## config.mk

```make
export PLATFORM = sky130hd
export DESIGN_NAME = vsf_supervisor
export DESIGN_NICKNAME = d
export VERILOG_FILES = /design/src/vsf_pkg.sv /design/src/vsf_supervisor.sv
export VERILOG_INCLUDE_DIRS = /design/src
export SDC_FILE = /design/constraint.sdc
export NUM_CORES = 1
export LEC_CHECK = 0
export CORE_ASPECT_RATIO = 1.1
export CORE_MARGIN = 1
export CORE_UTILIZATION = 34
export DETAILED_ROUTE_END_ITERATION = 10
export DONT_BUFFER_PORTS = 1
export GPL_ROUTABILITY_DRIVEN = 0
export PLACE_DENSITY = 0.46
export SLEW_MARGIN = 25
export SYNTH_ARGS = -nofsm -noshare
export SYNTH_HDL_FRONTEND = slang
export SYNTH_SLANG_ARGS = --single-unit
```

## constraint.sdc

```tcl
create_clock -name clk_i -period 2.9 [get_ports clk_i]
set_clock_uncertainty 0.2 [all_clocks]
set_input_delay 0.29 -clock clk_i [delete_from_list [all_inputs] [get_ports clk_i]]
set_output_delay 0.29 -clock clk_i [all_outputs]
set_load 0.05 [all_outputs]
```

## src/vsf_defs.svh

```systemverilog
// Constants for the voltage supervisor fault logic: offsets, fields, reset values, timing
`ifndef VSF_DEFS_SVH
`define VSF_DEFS_SVH

// ****************************************************************
// Timing
// ****************************************************************
`define VSF_CLK_PERIOD_NS 10
`define VSF_TICK_NS 1000
`define VSF_TICK_CYCLES (`VSF_TICK_NS / `VSF_CLK_PERIOD_NS)
`define VSF_OV_FILT_SHORT_US 6'h19
`define VSF_OV_FILT_LONG_US 6'h2D
`define VSF_UV_FILT_0_US 6'h05
`define VSF_UV_FILT_1_US 6'h0F
`define VSF_UV_FILT_2_US 6'h19
`define VSF_UV_FILT_3_US 6'h28

// ****************************************************************
// Register byte offsets
// ****************************************************************
`define VSF_ADR_IMPACT 8'h00
`define VSF_ADR_OFFSET 8'h04
`define VSF_ADR_COMPL 8'h08
`define VSF_ADR_AUX_ASSIGN 8'h0C
`define VSF_ADR_FLAGS 8'h10
`define VSF_ADR_STATUS 8'h14

// ****************************************************************
// Fields, encodings and reset values
// ****************************************************************
`define VSF_IMPACT_RST 12'h666
`define VSF_OFFSET_MAX 5'h10
`define VSF_TH_MAX_CODE 8'h0F
`define VSF_ASSIGN_PRE 3'h0
`define VSF_ASSIGN_LIN 3'h1
`define VSF_ASSIGN_THIRD_BUCK_REGULATOR 3'h2
`define VSF_STAT_LIVE_LSB 0
`define VSF_STAT_SVS_BAD 8
`define VSF_STAT_ENABLE 9
`define VSF_STAT_INIT 10
`define VSF_STAT_APPLIED_LSB 16

`endif

```

## src/vsf_pkg.sv

```systemverilog
// Types for the voltage supervisor fault logic
package vsf_pkg;

	// Six monitor channels: 0 core OV, 1 core UV, 2 io OV, 3 io UV, 4 aux OV, 5 aux UV
	typedef logic [5:0][7:0] vsf_thr_t;

	typedef struct packed {
		vsf_thr_t th_sel;
		logic [2:0] ov_filt_sel;
		logic [2:0][1:0] uv_filt_sel;
		logic [2:0] io_assign;
	} vsf_otp_t;

	typedef struct packed {
		logic core_buck;
		logic pre_reg;
		logic linear;
		logic third_buck;
	} vsf_reg_off_t;

	typedef struct packed {
		logic [5:0] sync1;
		logic [5:0] sync2;
		logic [5:0][5:0] cnt;
		logic [5:0] live;
		logic [5:0] flag;
		logic [11:0] impact;
		logic [4:0] offset;
		logic [4:0] compl;
		logic [4:0] applied;
		logic svs_bad;
		logic [2:0] aux_assign;
		logic [6:0] tick;
		vsf_reg_off_t off;
		logic rst_n;
		vsf_thr_t th;
		logic ack;
		logic [31:0] dat;
	} vsf_state_t;

endpackage

```

## src/vsf_supervisor.sv

```systemverilog
// Voltage supervisor fault logic: deglitch, flags, regulator shutdown, reset impact, scaling
//
// The register addresses and the Wishbone register port were chosen for this implementation.
`timescale 1ns/10ps
`include "vsf_defs.svh"

module vsf_supervisor #(
	parameter int ADR_W = 8
) (
	input wire logic clk_i,
	input wire logic rst_i,
	// Wishbone classic slave
	input wire logic cyc_i,
	input wire logic stb_i,
	input wire logic we_i,
	input wire logic [ADR_W-1:0] adr_i,
	input wire logic [3:0] sel_i,
	input wire logic [31:0] dat_i,
	output logic [31:0] dat_o,
	output logic ack_o,
	// Fail-safe state from the surrounding domain
	input wire logic failsafe_enable_i,
	input wire logic failsafe_init_phase_i,
	// Raw comparator results, one bit per channel
	input wire logic [5:0] monitor_cmp_i,
	input wire vsf_pkg::vsf_otp_t otp_i,
	// Analog and regulator side
	output vsf_pkg::vsf_thr_t threshold_sel_o,
	output logic [4:0] scaling_offset_o,
	output vsf_pkg::vsf_reg_off_t regulator_off_o,
	output logic reset_output_low_o,
	output logic [5:0] fault_flags_o
);
	import vsf_pkg::*;

	// ****************************************************************
	// Helpers
	// ****************************************************************
	function automatic logic [5:0] ov_limit(input logic sel);
		logic [5:0] lim;
		lim = sel ? `VSF_OV_FILT_LONG_US : `VSF_OV_FILT_SHORT_US;
		return lim;
	endfunction

	function automatic logic [5:0] uv_limit(input logic [1:0] sel);
		logic [5:0] lim;
		lim = `VSF_UV_FILT_0_US;
		case (sel)
			2'h0: lim = `VSF_UV_FILT_0_US;
			2'h1: lim = `VSF_UV_FILT_1_US;
			2'h2: lim = `VSF_UV_FILT_2_US;
			default: lim = `VSF_UV_FILT_3_US;
		endcase
		return lim;
	endfunction

	// Even channels are overvoltage, odd ones undervoltage
	function automatic logic [5:0] filt_limit(input int ch, input vsf_otp_t otp);
		logic [5:0] lim;
		if ((ch % 2) == 0) begin
			lim = ov_limit(otp.ov_filt_sel[ch/2]);
		end else begin
			lim = uv_limit(otp.uv_filt_sel[ch/2]);
		end
		return lim;
	endfunction

	// Byte-lane merge so a partial write leaves the other lanes alone
	function automatic logic [31:0] merge(input logic [31:0] old, input logic [31:0] nw,
		input logic [3:0] sel);
		logic [31:0] r;
		r = old;
		for (int b = 0; b < 4; b++) begin
			if (sel[b]) begin
				r[b*8 +: 8] = nw[b*8 +: 8];
			end
		end
		return r;
	endfunction

	// ****************************************************************
	// Decode helpers
	// ****************************************************************
	// Overvoltage code 01 is reserved; it reads as no effect so a stray
	// setting can never pull reset by accident
	function automatic logic ov_asserts(input logic [1:0] code);
		logic r;
		r = 1'b0;
		case (code)
			2'h0: r = 1'b0;
			2'h1: r = 1'b0;
			default: r = 1'b1;
		endcase
		return r;
	endfunction

	function automatic logic uv_asserts(input logic [1:0] code);
		logic r;
		r = 1'b0;
		case (code)
			2'h0: r = 1'b0;
			2'h1: r = 1'b0;
			default: r = 1'b1;
		endcase
		return r;
	endfunction

	// The guard also refuses offsets past the last step, so a corrupt
	// offset can never push the core rail further down
	function automatic logic svs_ok(input logic [4:0] cpl, input logic [4:0] ofs);
		logic r;
		r = 1'b0;
		if (cpl == ~ofs && ofs <= `VSF_OFFSET_MAX) begin
			r = 1'b1;
		end
		return r;
	endfunction

	// Unknown assignment codes mean an external supply, never touched
	function automatic vsf_reg_off_t rail_map(input logic [2:0] sel, input logic ov);
		vsf_reg_off_t r;
		r = '0;
		case (sel)
			`VSF_ASSIGN_PRE: r.pre_reg = ov;
			`VSF_ASSIGN_LIN: r.linear = ov;
			`VSF_ASSIGN_THIRD_BUCK_REGULATOR: r.third_buck = ov;
			default: ;
		endcase
		return r;
	endfunction

	// Read mux; unmapped offsets read as zero
	function automatic logic [31:0] read_word(input logic [7:0] a, input vsf_state_t s,
		input logic en, input logic init);
		logic [31:0] r;
		r = 32'h0000_0000;
		case (a)
			`VSF_ADR_IMPACT: r = {20'h00000, s.impact};
			`VSF_ADR_OFFSET: r = {27'h0000000, s.offset};
			`VSF_ADR_COMPL: r = {27'h0000000, s.compl};
			`VSF_ADR_AUX_ASSIGN: r = {29'h00000000, s.aux_assign};
			`VSF_ADR_FLAGS: r = {26'h0000000, s.flag};
			`VSF_ADR_STATUS: begin
				r[`VSF_STAT_LIVE_LSB +: 6] = s.live;
				r[`VSF_STAT_SVS_BAD] = s.svs_bad;
				r[`VSF_STAT_ENABLE] = en;
				r[`VSF_STAT_INIT] = init;
				r[`VSF_STAT_APPLIED_LSB +: 5] = s.applied;
			end
			default: r = 32'h0000_0000;
		endcase
		return r;
	endfunction

	// ****************************************************************
	// State
	// ****************************************************************
	localparam logic [6:0] TICK_LAST = 7'(`VSF_TICK_CYCLES - 1);

	vsf_state_t q;
	vsf_state_t d;
	logic tick_now;
	logic hit;
	logic [7:0] adr_w;
	logic [31:0] wdat;
	logic [5:0] clr;
	logic [5:0] set;
	logic rst_req;
	logic imp_rst;
	logic [2:0] io_sel;
	logic [2:0] aux_sel;

	always_comb begin
		d = q;
		tick_now = 1'b0;
		hit = 1'b0;
		adr_w = 8'h00;
		wdat = 32'h0000_0000;
		clr = 6'h00;
		set = 6'h00;
		rst_req = 1'b0;
		imp_rst = 1'b0;
		io_sel = otp_i.io_assign;
		aux_sel = q.aux_assign;

		// ****************************************************************
		// Microsecond tick for the deglitch counters
		// ****************************************************************
		// Counting in 1 us steps keeps counters narrow; error stays below 1 us
		tick_now = (q.tick == TICK_LAST);
		d.tick = tick_now ? 7'h00 : q.tick + 7'h01;

		// ****************************************************************
		// Synchroniser and deglitch
		// ****************************************************************
		d.sync1 = monitor_cmp_i;
		d.sync2 = q.sync1;
		for (int i = 0; i < 6; i++) begin
			if (!failsafe_enable_i) begin
				d.cnt[i] = 6'h00;
				d.live[i] = 1'b0;
			end else if (!q.sync2[i]) begin
				d.cnt[i] = 6'h00;
				d.live[i] = 1'b0;
			end else if (!q.live[i] && tick_now) begin
				if (q.cnt[i] + 6'h01 >= filt_limit(i, otp_i)) begin
					d.live[i] = 1'b1;
				end else begin
					d.cnt[i] = q.cnt[i] + 6'h01;
				end
			end
		end

		// ****************************************************************
		// Reset impact decode
		// ****************************************************************
		// Only bit 1 asserts reset, so reserved 01 acts as no effect
		for (int i = 0; i < 6; i++) begin
			if ((i % 2) == 0) begin
				imp_rst = ov_asserts(q.impact[2*i +: 2]);
			end else begin
				imp_rst = uv_asserts(q.impact[2*i +: 2]);
			end
			if (q.live[i] && imp_rst) begin
				rst_req = 1'b1;
			end
		end
		d.rst_n = ~rst_req;

		// ****************************************************************
		// Regulator shutdown on overvoltage
		// ****************************************************************
		d.off = rail_map(io_sel, q.live[2]) | rail_map(aux_sel, q.live[4]);
		d.off.core_buck = q.live[0];

		// ****************************************************************
		// Threshold codes
		// ****************************************************************
		// Codes above the top step are clamped to the widest window
		for (int i = 0; i < 6; i++) begin
			if (otp_i.th_sel[i] > `VSF_TH_MAX_CODE) begin
				d.th[i] = `VSF_TH_MAX_CODE;
			end else begin
				d.th[i] = otp_i.th_sel[i];
			end
		end

		// ****************************************************************
		// Wishbone slave
		// ****************************************************************
		hit = cyc_i && stb_i && !q.ack;
		adr_w = {adr_i[7:2], 2'b00};
		d.ack = hit;
		if (hit && we_i) begin
			case (adr_w)
				`VSF_ADR_IMPACT: begin
					if (failsafe_init_phase_i) begin
						wdat = merge({20'h00000, q.impact}, dat_i, sel_i);
						d.impact = wdat[11:0];
					end
				end
				`VSF_ADR_OFFSET: begin
					if (failsafe_init_phase_i && sel_i[0]) begin
						d.offset = dat_i[4:0];
					end
				end
				`VSF_ADR_COMPL: begin
					if (failsafe_init_phase_i && sel_i[0]) begin
						d.compl = dat_i[4:0];
						if (svs_ok(dat_i[4:0], q.offset)) begin
							d.applied = q.offset;
							d.svs_bad = 1'b0;
						end else begin
							d.svs_bad = 1'b1;
						end
					end
				end
				`VSF_ADR_AUX_ASSIGN: begin
					if (sel_i[0]) begin
						d.aux_assign = dat_i[2:0];
					end
				end
				`VSF_ADR_FLAGS: begin
					if (sel_i[0]) begin
						clr = dat_i[5:0];
					end
				end
				default: ;
			endcase
		end

		// ****************************************************************
		// Sticky flags: a new fault beats a clear in the same cycle
		// ****************************************************************
		set = failsafe_enable_i ? q.live : 6'h00;
		d.flag = (q.flag & ~clr) | set;

		d.dat = 32'h0000_0000;
		if (hit && !we_i) begin
			d.dat = read_word(adr_w, q, failsafe_enable_i, failsafe_init_phase_i);
		end
	end

	// ****************************************************************
	// Registers
	// ****************************************************************
	always_ff @(posedge clk_i) begin
		if (rst_i) begin
			q.sync1 <= 6'h00;
			q.sync2 <= 6'h00;
			q.cnt <= '0;
			q.live <= 6'h00;
			q.flag <= 6'h00;
			q.impact <= `VSF_IMPACT_RST;
			q.offset <= 5'h00;
			q.compl <= 5'h00;
			q.applied <= 5'h00;
			q.svs_bad <= 1'b0;
			q.aux_assign <= 3'h0;
			q.tick <= 7'h00;
			q.off <= '0;
			q.rst_n <= 1'b1;
			q.th <= '0;
			q.ack <= 1'b0;
			q.dat <= 32'h0000_0000;
		end else begin
			q <= d;
		end
	end

	assign dat_o = q.dat;
	assign ack_o = q.ack;
	assign threshold_sel_o = q.th;
	assign scaling_offset_o = q.applied;
	assign regulator_off_o = q.off;
	assign reset_output_low_o = q.rst_n;
	assign fault_flags_o = q.flag;

endmodule

```

# After elaboration in Yosys (flattened, before gate mapping)
# Index checks and enable logic that the tools add are counted.
[classes]
addsub = 7
magnitude_cmp = 13
n_bitwise = 22
eq_ne = 23
mux = 59
reduce_logical = 78
[op_table]
columns = ["cell", "n"]
rows = [
  ["6-bit two-way mux", 25],
  ["6-bit case mux with 3 select lines", 3],
  ["8-bit by 4-bit greater-than comparator with 1-bit output, second input constant", 6],
  ["6-bit by 1-bit adder with 6-bit output, second input constant", 6],
  ["6-bit greater-or-equal comparator", 6],
  ["6-bit case mux with 6 select lines", 1],
  ["2-bit OR reduction", 14],
  ["4-bit two-way mux", 6],
  ["2-bit AND reduction", 12],
  ["3-bit OR reduction", 8],
  ["1-bit two-way mux", 23],
  ["2-bit by 1-bit equality test with 1-bit output, second input constant", 9],
  ["1-bit logical AND", 18],
  ["2-bit logical NOT", 9],
  ["1-bit inverter", 17],
  ["6-bit by 2-bit equality test with 1-bit output, second input constant", 2],
  ["6-bit by 3-bit equality test with 1-bit output, second input constant", 2],
  ["4-bit AND reduction", 3],
  ["3-bit AND reduction", 3],
  ["1-bit logical NOT", 8],
  ["7-bit by 1-bit adder with 7-bit output, second input constant", 1],
  ["7-bit equality test, second input constant", 1],
  ["6-bit AND", 1],
  ["2-bit equality test, second input constant", 3],
  ["other kinds (12)", 15],
]
[word_totals]
regBits = 184
out_inout_bits = 97

# Longest topological paths before layout
# Gate-level depths: netlist of the first run.
[logic_depth]
word_depth = 11
depth_mapped = 10
mapped_depth_nobuf = 10

# Worst setup path before layout of the first run
# OpenSTA, ideal clock, no wires.
[synth_timing]
path_type = "reg2reg"
startpoint = "register q[142] (netlist name)"
endpoint = "register q[144] (netlist name)"
n_path_buf = 0
setup_slack_ns = 0.422
t_arrival_ns = 2.207
stages_incl_launch_ff = 10
path_cell_list = "dfxtp_1 > ha_1 > nand3_1 > xnor2_1 > ha_1 > a41o_1 > a21oi_1 > o211ai_1 > or3_1 > a21oi_1"
[synth_via]
elab_chain_len = 4
[synth_lines]
columns = ["element", "line_no", "text"]
rows = [
  ["from (decl)", "vsf_supervisor.sv:160", "vsf_state_t q;"],
  ["6-bit by 1-bit adder with 6-bit output *", "vsf_supervisor.sv:206, vsf_supervisor.sv:209", ""],
  ["6-bit greater-or-equal comparator", "vsf_supervisor.sv:206", "if (q.cnt[i] + 6'h01 >= filt_limit(i, otp_i)) begin"],
  ["1-bit inverter (no source line)", "-", ""],
  ["2-bit AND reduction (no source line)", "-", ""],
]
# Every way passes the cells marked *; elsewhere a longest branch is shown, timed or not.
# A chain may end at the register's enable or synchronous reset.

# Final worst setup path of the first run
[layout_timing]
startpoint = "register q[161] (netlist name)"
endpoint = "register q[163] (netlist name)"
# Same word-level chain as after synthesis.

==> impl_summary.md, run 1 <==
Synthesis
The share of synthesized registers carrying an async set or reset is 0%. In this run, distinct cell masters in the synthesized netlist total 55. After technology mapping, the gate count stands at between 800 and 900. The number of enable flip-flop cells after synthesis is 0.

The post-synthesis instance area is between 7000 and 8000 um^2. The number of register bits inferred by synthesis is between 150 and 200. For this run, the leading register cell type out of synthesis is dfxtp_1. During synthesis, Yosys emitted a total of 0 warnings.

The portion of the post-synthesis area used by sequential elements is about 44%. The average cell area after synthesis is between 9 and 10 um^2.

Worst setup path
In this design, the stage delay of the slowest critical-path cell is around 0.4 ns. At the worst endpoint, the required time is roughly 3 ns. The signal on the critical path passes through ha_1 -> nand3_1 -> xnor2_1 -> ha_1 -> a211o_1 -> nor3_1 -> o21ai_2 -> or3_1 -> a21oi_1. The slowest stage of the critical path belongs to the cell dfxtp_1.

The most frequent cell on the critical path is ha_1. The nature of the critical path endpoint is a flop. At the worst endpoint, the arrival time is ~2.8 ns. In this run the worst path has a maximum fanout of 8. The category of the worst setup path launch point is a flop. The worst setup path is of the reg2reg kind.

STA
Setup violations remaining at the end of the flow were counted as 0. The post-route clock period utilization is between 90 and 100%. The total negative slack is 0 ns. The final max-slew violation count is 0. At the pin with the least slew margin, the transition time is 0.695 ns. The normalized max-slew margin is between 50% and 60%.

The routed design could run at a clock period as short as ~2.7 ns. The final hold violation count is 0. Setup repair after global routing left no endpoint under its margin. The maximum operating frequency is about 370 MHz.

Global route
The maximum number of pins on one net before global-route repair is 87. The initial antenna violation count is 0. The number of global-route vias before repair was between 5,000 and 6,000. The total routing resource utilization after global routing is between 10% and 20%. The first global-routing pass estimated 27,900 um of wire.

The total overflow left after global routing is 0.

Place
The cell area after placement is 7420 um^2. The post-detailed-placement half-perimeter wirelength is ~12,000 um. The quantity of I/O buffers inserted on ports is 0.

CTS
No sink is reached through more buffers than the 2 on the longest clock path. Clock-pin slew was measured on the worst setup and hold paths at roughly 0.070 ns. CTS built an H-tree with a depth of 4.

The tree is rooted in a clkbuf_16. The TritonCTS clock tree is done. The CTS buffer count is 17. The tree built by TritonCTS fans out to ~170 sinks.

The later-pin clock latency in the skew report is around 0.42 ns.

Detailed routing
The routed layout has ~5,600 vias. In this run, the number of DRC markers left after iteration 0 of detailed routing was 276. In the routed layout, each cell is associated on average with a via count of between 4 and 5. The count of nets left with antenna violations once routing finished came out at 0. For this run, design rule violations remaining after detail routing come to 0. After detailed routing, the average wire length per cell comes to between 15 and 20 um. Wires add up to 17,700 um. The pre-antenna-repair detailed-routing pass consisted of 4 iterations.

Floorplan
The total core area is about 22,000 um^2. The initialized floorplan defines 57 standard-cell rows. Pin placement for this block handled 214 I/O pins. The die covers 23,100 um^2.

The initial utilization of the core area, before any placement, comes to about a third. The die width is approximately 150 um. The vertical die dimension is around 160 um.

Finish
With fillers left out, the area of the finished cells amounts to approximately 9000 um^2. 0 antenna diodes ended up in the layout. The net count of the finished layout is about 1,000. The number of fillers in the final layout is ~2,200. Leaving out fill and tap cells, the most frequent cells in the layout are dfxtp_1 (169), nor2_1 (112), dlygate4sd3_1 (79), a21oi_1 (46), conb_1 (39). The library cell used most frequently in the layout, excluding fill and tap cells, is dfxtp_1.

From synthesis to final layout, the design area changed by 16.1%. The post-route netlist has under 10% of its cells at a drive strength greater than 1.

Pwr
VDD sags by at most roughly 0.00032 V. The leakage dissipation is about 3.5 nW. The power density over cell area is approximately 560 nW/um^2.

Hold path
In this run the worst hold path is classified as in2reg.

Outcome
The flow ran to the end, and the final reports show no timing, DRC or antenna violations.

Run
The number of maximum-capacitance constraint violations is 0.
## state kept, by name (all words and copies together) (netlist names)
signal              count
q                      77
threshold_sel_o        48
dat_o                  17
d                       7
fault_flags_o           6
scaling_offset_o        5
regulator_off_o         4
aux_sel                 3
ack_o                   1
reset_output_low_o      1
## area by class of cell
class | count | area [um^2] | share of cell area [%]
Clock buffer | 20 | 457 | 5.14
Clock inverter | 12 | 115 | 1.29
Inverter | 18 | 67.6 | 0.760
Multi-Input combinational cell | 557 | 3570 | 40.2
Sequential cell | 169 | 3380 | 38.1
Tap cell | 295 | 369 | 4.15
Timing Repair Buffer | 94 | 923 | 10.4
## cells by family (layout without fill, tap and decap cells)
| logic type | after synthesis | count (layout) | share of synthesized area, % |
|---|---|---|---|
| compound gates | 129 | 132 | 10.7 |
| xor+xnor | 39 | 39 | 4.46 |
| fa+ha+maj | 37 | 37 | 6.05 |
| buf+inv | 138 | 144 | 11.5 |
| flops | 169 | 169 | 44.2 |
| mux | 32 | 32 | 4.67 |
| other cells | 1 | 39 | 0.0490 |
| simple gates | 278 | 278 | 18.4 |
## final timing paths
kind	from	endpoint	slack [ns]	cells after the start
hold / removal	rst_i	q[176]	0.03	2
setup / recovery	q[161]	q[163]	0.22	9
setup reg to reg	q[161]	q[163]	0.22	9
hold reg to reg	d[177]	q[177]	0.24	1
## report_power, final
| part | leakage [nW] | internal [mW] | switching [mW] |
|---|---|---|---|
| Combinational | 1.85 | 0.0993 | 0.136 |
| Sequential | 1.38 | 2.37 | 0.153 |
| Clock | 0.279 | 1.24 | 0.970 |
## cell usage after synthesis (14+ instances only)
master / number / area (um^2)
xor2_1: 14 / 123
xnor2_1: 25 / 219
buf_4: 96 / 721
o21ai_0: 28 / 140
nand3_1: 23 / 115
nor3_1: 17 / 85.1
nor2_1: 112 / 420
a21oi_1: 49 / 245
dfxtp_1: 169 / 3380
clkbuf_1: 23 / 86.3
nand2_1: 27 / 101
or3_1: 21 / 131
mux2i_1: 29 / 290
inv_1: 18 / 67.6
nor2b_1: 21 / 131
ha_1: 37 / 463
## metrics by stage
step	hold WS (ns)	setup WS [ns]	util (%)	power (mW)	cells
after global placement	0.170	0.200	33.5	2.71	1044
after CTS	0.0254	0.102	39.8	5.04	1156
after floorplan	0.200	0.422	-	2.78	861
after detailed placement	0.171	0.119	33.5	2.71	1044
final	0.0290	0.221	40.2	4.97	1165
after global routing	0.0381	0.0565	40.2	5.18	1165
## critical path, delay by kind of cell (launching register included)
family	cells	cell delay, ns
compound gates	3	0.62
fa+ha+maj	2	0.46
simple gates	3	0.76
xor+xnor	1	0.17
flops	1	0.40
## metal layers
layer / vias up / track usage [%] / share of wire (%) / wire length [um]
met2: 162 / 26.0 / 48 / 8530
met3: 22 / 4.67 / 5.7 / 1020
li1: 2793 / - / - / -
met5: - / 0 / 0 / 0
met4: 0 / 6.08 / 1.7 / 304
met1: 2663 / 17.9 / 44 / 7840
## timing repair
action                                  in CTS  in global routing
hold endpoints to repair                    91                  0
hold buffers                                80                  0
buffers inserted                             0                  6
endpoints found under the setup margin       0                 13
gates resized for setup                      0                  4
Note: power is estimated with default switching activity, not from simulation.
==> inputs of run 2 (changes only) <==
--- a/config.mk
+++ b/config.mk
@@ -6,13 +6,13 @@
 export SDC_FILE = /design/constraint.sdc
 export NUM_CORES = 1
 export LEC_CHECK = 0
+export BUFFER_PORTS_ARGS = -buffer_cell sky130_fd_sc_hd__buf_2
 export CORE_ASPECT_RATIO = 1.1
 export CORE_MARGIN = 1
 export CORE_UTILIZATION = 34
 export DETAILED_ROUTE_END_ITERATION = 10
-export DONT_BUFFER_PORTS = 1
 export GPL_ROUTABILITY_DRIVEN = 0
-export PLACE_DENSITY = 0.46
+export PLACE_DENSITY = 0.54
 export SLEW_MARGIN = 25
 export SYNTH_ARGS = -nofsm -noshare
 export SYNTH_HDL_FRONTEND = slang
==> run 2 against run 1 <==
Non-clock buffer count grew 143. Register-to-register slack gained 0.03 ns. Hold slack lost 0.014 ns. Largest power group unchanged. Global-route usage shrank 0.075 points.
==> impl_summary.md, run 2 (same netlist as run 1, synthesis figures left out) <==
Worst setup path
The nature of the critical path endpoint is a flop (unchanged). The most frequent cell on the critical path is nand3_1 (was ha_1). Cell breakdown of the critical path: nand3_1 -> inv_1 -> nand3_1 -> xnor2_1 -> ha_1 -> a41o_1 -> a21oi_2 -> o211ai_1 -> or3_1 -> a21oi_1 (was ha_1 -> nand3_1 -> xnor2_1 -> ha_1 -> a211o_1 -> nor3_1 -> o21ai_2 -> or3_1 -> a21oi_1). The category of the worst setup path launch point is a flop (unchanged).

The highest-delay cell along the critical path is dfxtp_1 (unchanged). The worst reg2reg path startpoint is q[168] (was q[161]). The setup slack of the most critical reg-to-reg path came to 0.25 ns (was 0.22 ns). The peak fanout along the critical path came to 5 (was 8). The depth of the most critical reg-to-reg path is 10 (was 9). The origin of the worst setup path is q[168] (was q[161]). The endpoint arrival time on the critical path was 2.81 ns (was 2.83 ns). The worst reg2reg path endpoint is q[170] (was q[163]).

The critical path's largest stage delay is 0.40 ns (about the same). The critical path class is reg2reg (unchanged). The worst endpoint required time came to 3.06 ns (was 3.05 ns).

Floorplan
The floorplan die area came to 23,100 um^2 (unchanged). The vertical die dimension is 159 um (unchanged). The initial core utilization is 34.6% (unchanged). The die width was 145 um (unchanged).

The standard-cell row count was 57 (unchanged). The total core area came to 22,100 um^2 (unchanged). The top-level port count came to 214 (unchanged).

CTS
The CTS buffer count came to 17 (unchanged). The master cell of the clock root buffer is clkbuf_16 (unchanged). The maximum count of clock buffers along a single path is 2 (unchanged). The TritonCTS clock tree is done (unchanged). The clock transition at the register clock pins on the worst setup and hold paths after CTS is 0.07 ns (about the same). The later-pin clock latency in the skew report was 0.43 ns (was 0.42 ns). The number of sinks driven by the clock tree is 169 (unchanged).

The maximum level of the CTS H-tree is 4 (unchanged).

Global route
The routing usage on met1 is 18.5% (was 17.9%). The global-route congestion overflow total came to 0 (unchanged). The initial antenna violation count is 0 (unchanged).

The met2 track demand over resource is 26.1% (was 26.0%). The met3 usage in global routing came to 4.10% (was 4.67%). The total routing resource utilization after global routing came to 15.2% (was 15.3%).

The maximum number of pins on one net before global-route repair is 70 (was 87). The routing layer with the top usage in global route is met2 (unchanged). The number of global-route vias before repair came to 5,698 (was 5,434). The first-pass GRT wire length was 28,100 um (was 27,900 um).

Hold path
The worst hold path stage count was 2 (unchanged). The worst min-delay path endpoint was fault_flags_o[2] (was q[176]). The startpoint of the tightest hold check path is dat_i[2] (was rst_i).

The path type of the worst min-delay path was in2reg (unchanged).

Detailed routing
The violation count after the first detailed-routing iteration is 247 (was 276). The count of nets left with antenna violations after detail routing was 0 (unchanged). The post-detailed-routing wire length is 17,300 um (was 17,700 um). The remaining design rule violation count came to 0 (unchanged). The detailed-route via count is 5,912 (was 5,640).

The mean number of vias per cell is 4.52 (was 4.84). The average wire per cell in the routed design is 13.2 um (was 15.2 um). The first-pass iteration count of the detailed router is 4 (unchanged).

Finish
The relative area change from synthesis to final layout was 23.2% (was 16.1%). The total number of nets in the final design is 1,153 (was 1,011). The share of layout cells above drive strength 1 is 23.7% (was 7.13%). Most frequent cells in the layout: buf_2 (174), dfxtp_1 (168), nor2_1 (112), a21oi_1 (47), dlygate4sd3_1 (46) (was dfxtp_1 (169), nor2_1 (112), dlygate4sd3_1 (79), a21oi_1 (46), conb_1 (39)).

The flip-flop count of the largest register, all copies and words added was 77 (unchanged). The most frequent standard cell in the layout excluding fill and tap cells is buf_2 (was dfxtp_1). The count of antenna diodes in the layout was 0 (unchanged). The register containing the most flip-flops in the final layout is q (unchanged).

Place
The quantity of I/O buffers inserted on ports was 174 (was 0). The post-detailed-placement half-perimeter wirelength is 12,200 um (was 11,800 um).

STA
The final max-slew violation count came to 0 (unchanged). The final hold violation count is 0 (unchanged). The total negative slack was 0 ns (unchanged). The maximum operating frequency is 377 MHz (was 373 MHz).

The worst-margin pin slew was 0.748 ns (was 0.695 ns). The minimum clock period after layout is 2.65 ns (was 2.68 ns). The normalized max-slew margin is 50.1% (was 53.4%). The number of endpoints failing setup at the final stage is 0 (unchanged).

The smallest hold slack is 0.0153 ns (was 0.0290 ns). Unrepaired setup endpoints after global routing: no (unchanged). The post-route clock period utilization is 91.4% (was 92.4%).

Pwr
The worst supply voltage drop on vdd is 0.000356 V (was 0.000318 V). The power density over cell area was 543 nW/um^2 (was 559 nW/um^2). The leakage dissipation is 4.04 nW (was 3.51 nW).

Run
The number of maximum-capacitance constraint violations came to 0 (unchanged).

Outcome
Run status: finished clean (unchanged).
==> run 2: changes by cell type in the layout (fill, tap and decap cells not counted), sizes merged <==
| cell | before | now |
|---|---|---|
| dlygate4sd3 | 79 | 46 |
| clkinvlp | 2 | 3 |
| clkinv | 5 | 4 |
| o211ai | 10 | 9 |
| inv | 22 | 24 |
| clkbuf | 20 | 17 |
| buf | 15 | 191 |
| bufinv | 1 | 2 |
==> run 2: critical path: cells and delay by family (launching register included) <==
| kind | cells | cell delay (ns) |
|---|---|---|
| flops | 1 | 0.40 |
| xor+xnor | 1 | 0.16 |
| compound gates | 4 | 0.74 |
| simple gates | 3 | 0.66 |
| fa+ha+maj | 1 | 0.34 |
| buf+inv | 1 | 0.09 |
==> run 2: worst max path at each step <==
stage                  end
floorplan           q[144]
global placement    q[171]
detailed placement  q[168]
CTS                 q[170]
global route        q[145]
finish              q[170]
==> run 2: layout make-up <==
type,count,area [um^2]
sequential,169,3380
inverter,18,67.6
multi-input combinational,556,3570
clock inverter,15,163
clock buffer,17,425
tap,295,369
timing repair buffer,237,1460
fill,2222,12700
==> run 2: metal layers <==
metal  wire [um]  up-vias
li1            -     3070
met4         256        0
met1        7850     2677
met2        8280      144
met5           0        -
met3         891       21
==> run 2: metrics by stage <==
step | std cells | total power, mW | area (um^2) | utilization [%] | worst slack (ns)
6_report | 1307 | 5.12 | 9440 | 42.7 | 0.251
5_1_grt | 1307 | 5.36 | 9440 | 42.7 | 0.0253
4_1_cts | 1302 | 5.21 | 9380 | 42.4 | 0.113
3_5_place_dp | 1224 | 2.85 | 8330 | 37.7 | 0.131
3_3_place_gp | 1224 | 2.85 | 8330 | 37.7 | 0.203
2_1_floorplan | 861 | 2.78 | 7800 | - | 0.422
==> run 2: where the power goes <==
group | internal (mW) | switching [mW] | leakage [nW]
Combinational | 0.153 | 0.311 | 2.37
Sequential | 2.37 | 0.0123 | 1.38
Clock | 1.28 | 0.992 | 0.281
Total | 3.81 | 1.32 | 4.04
==> run 2: what timing repair did <==
action                                 CTS  global route
setup endpoints to repair                0            15
endpoints found under the hold margin   47             0
buffers inserted                         0             3
hold buffers                            46             0
gates resized for setup                  0             5
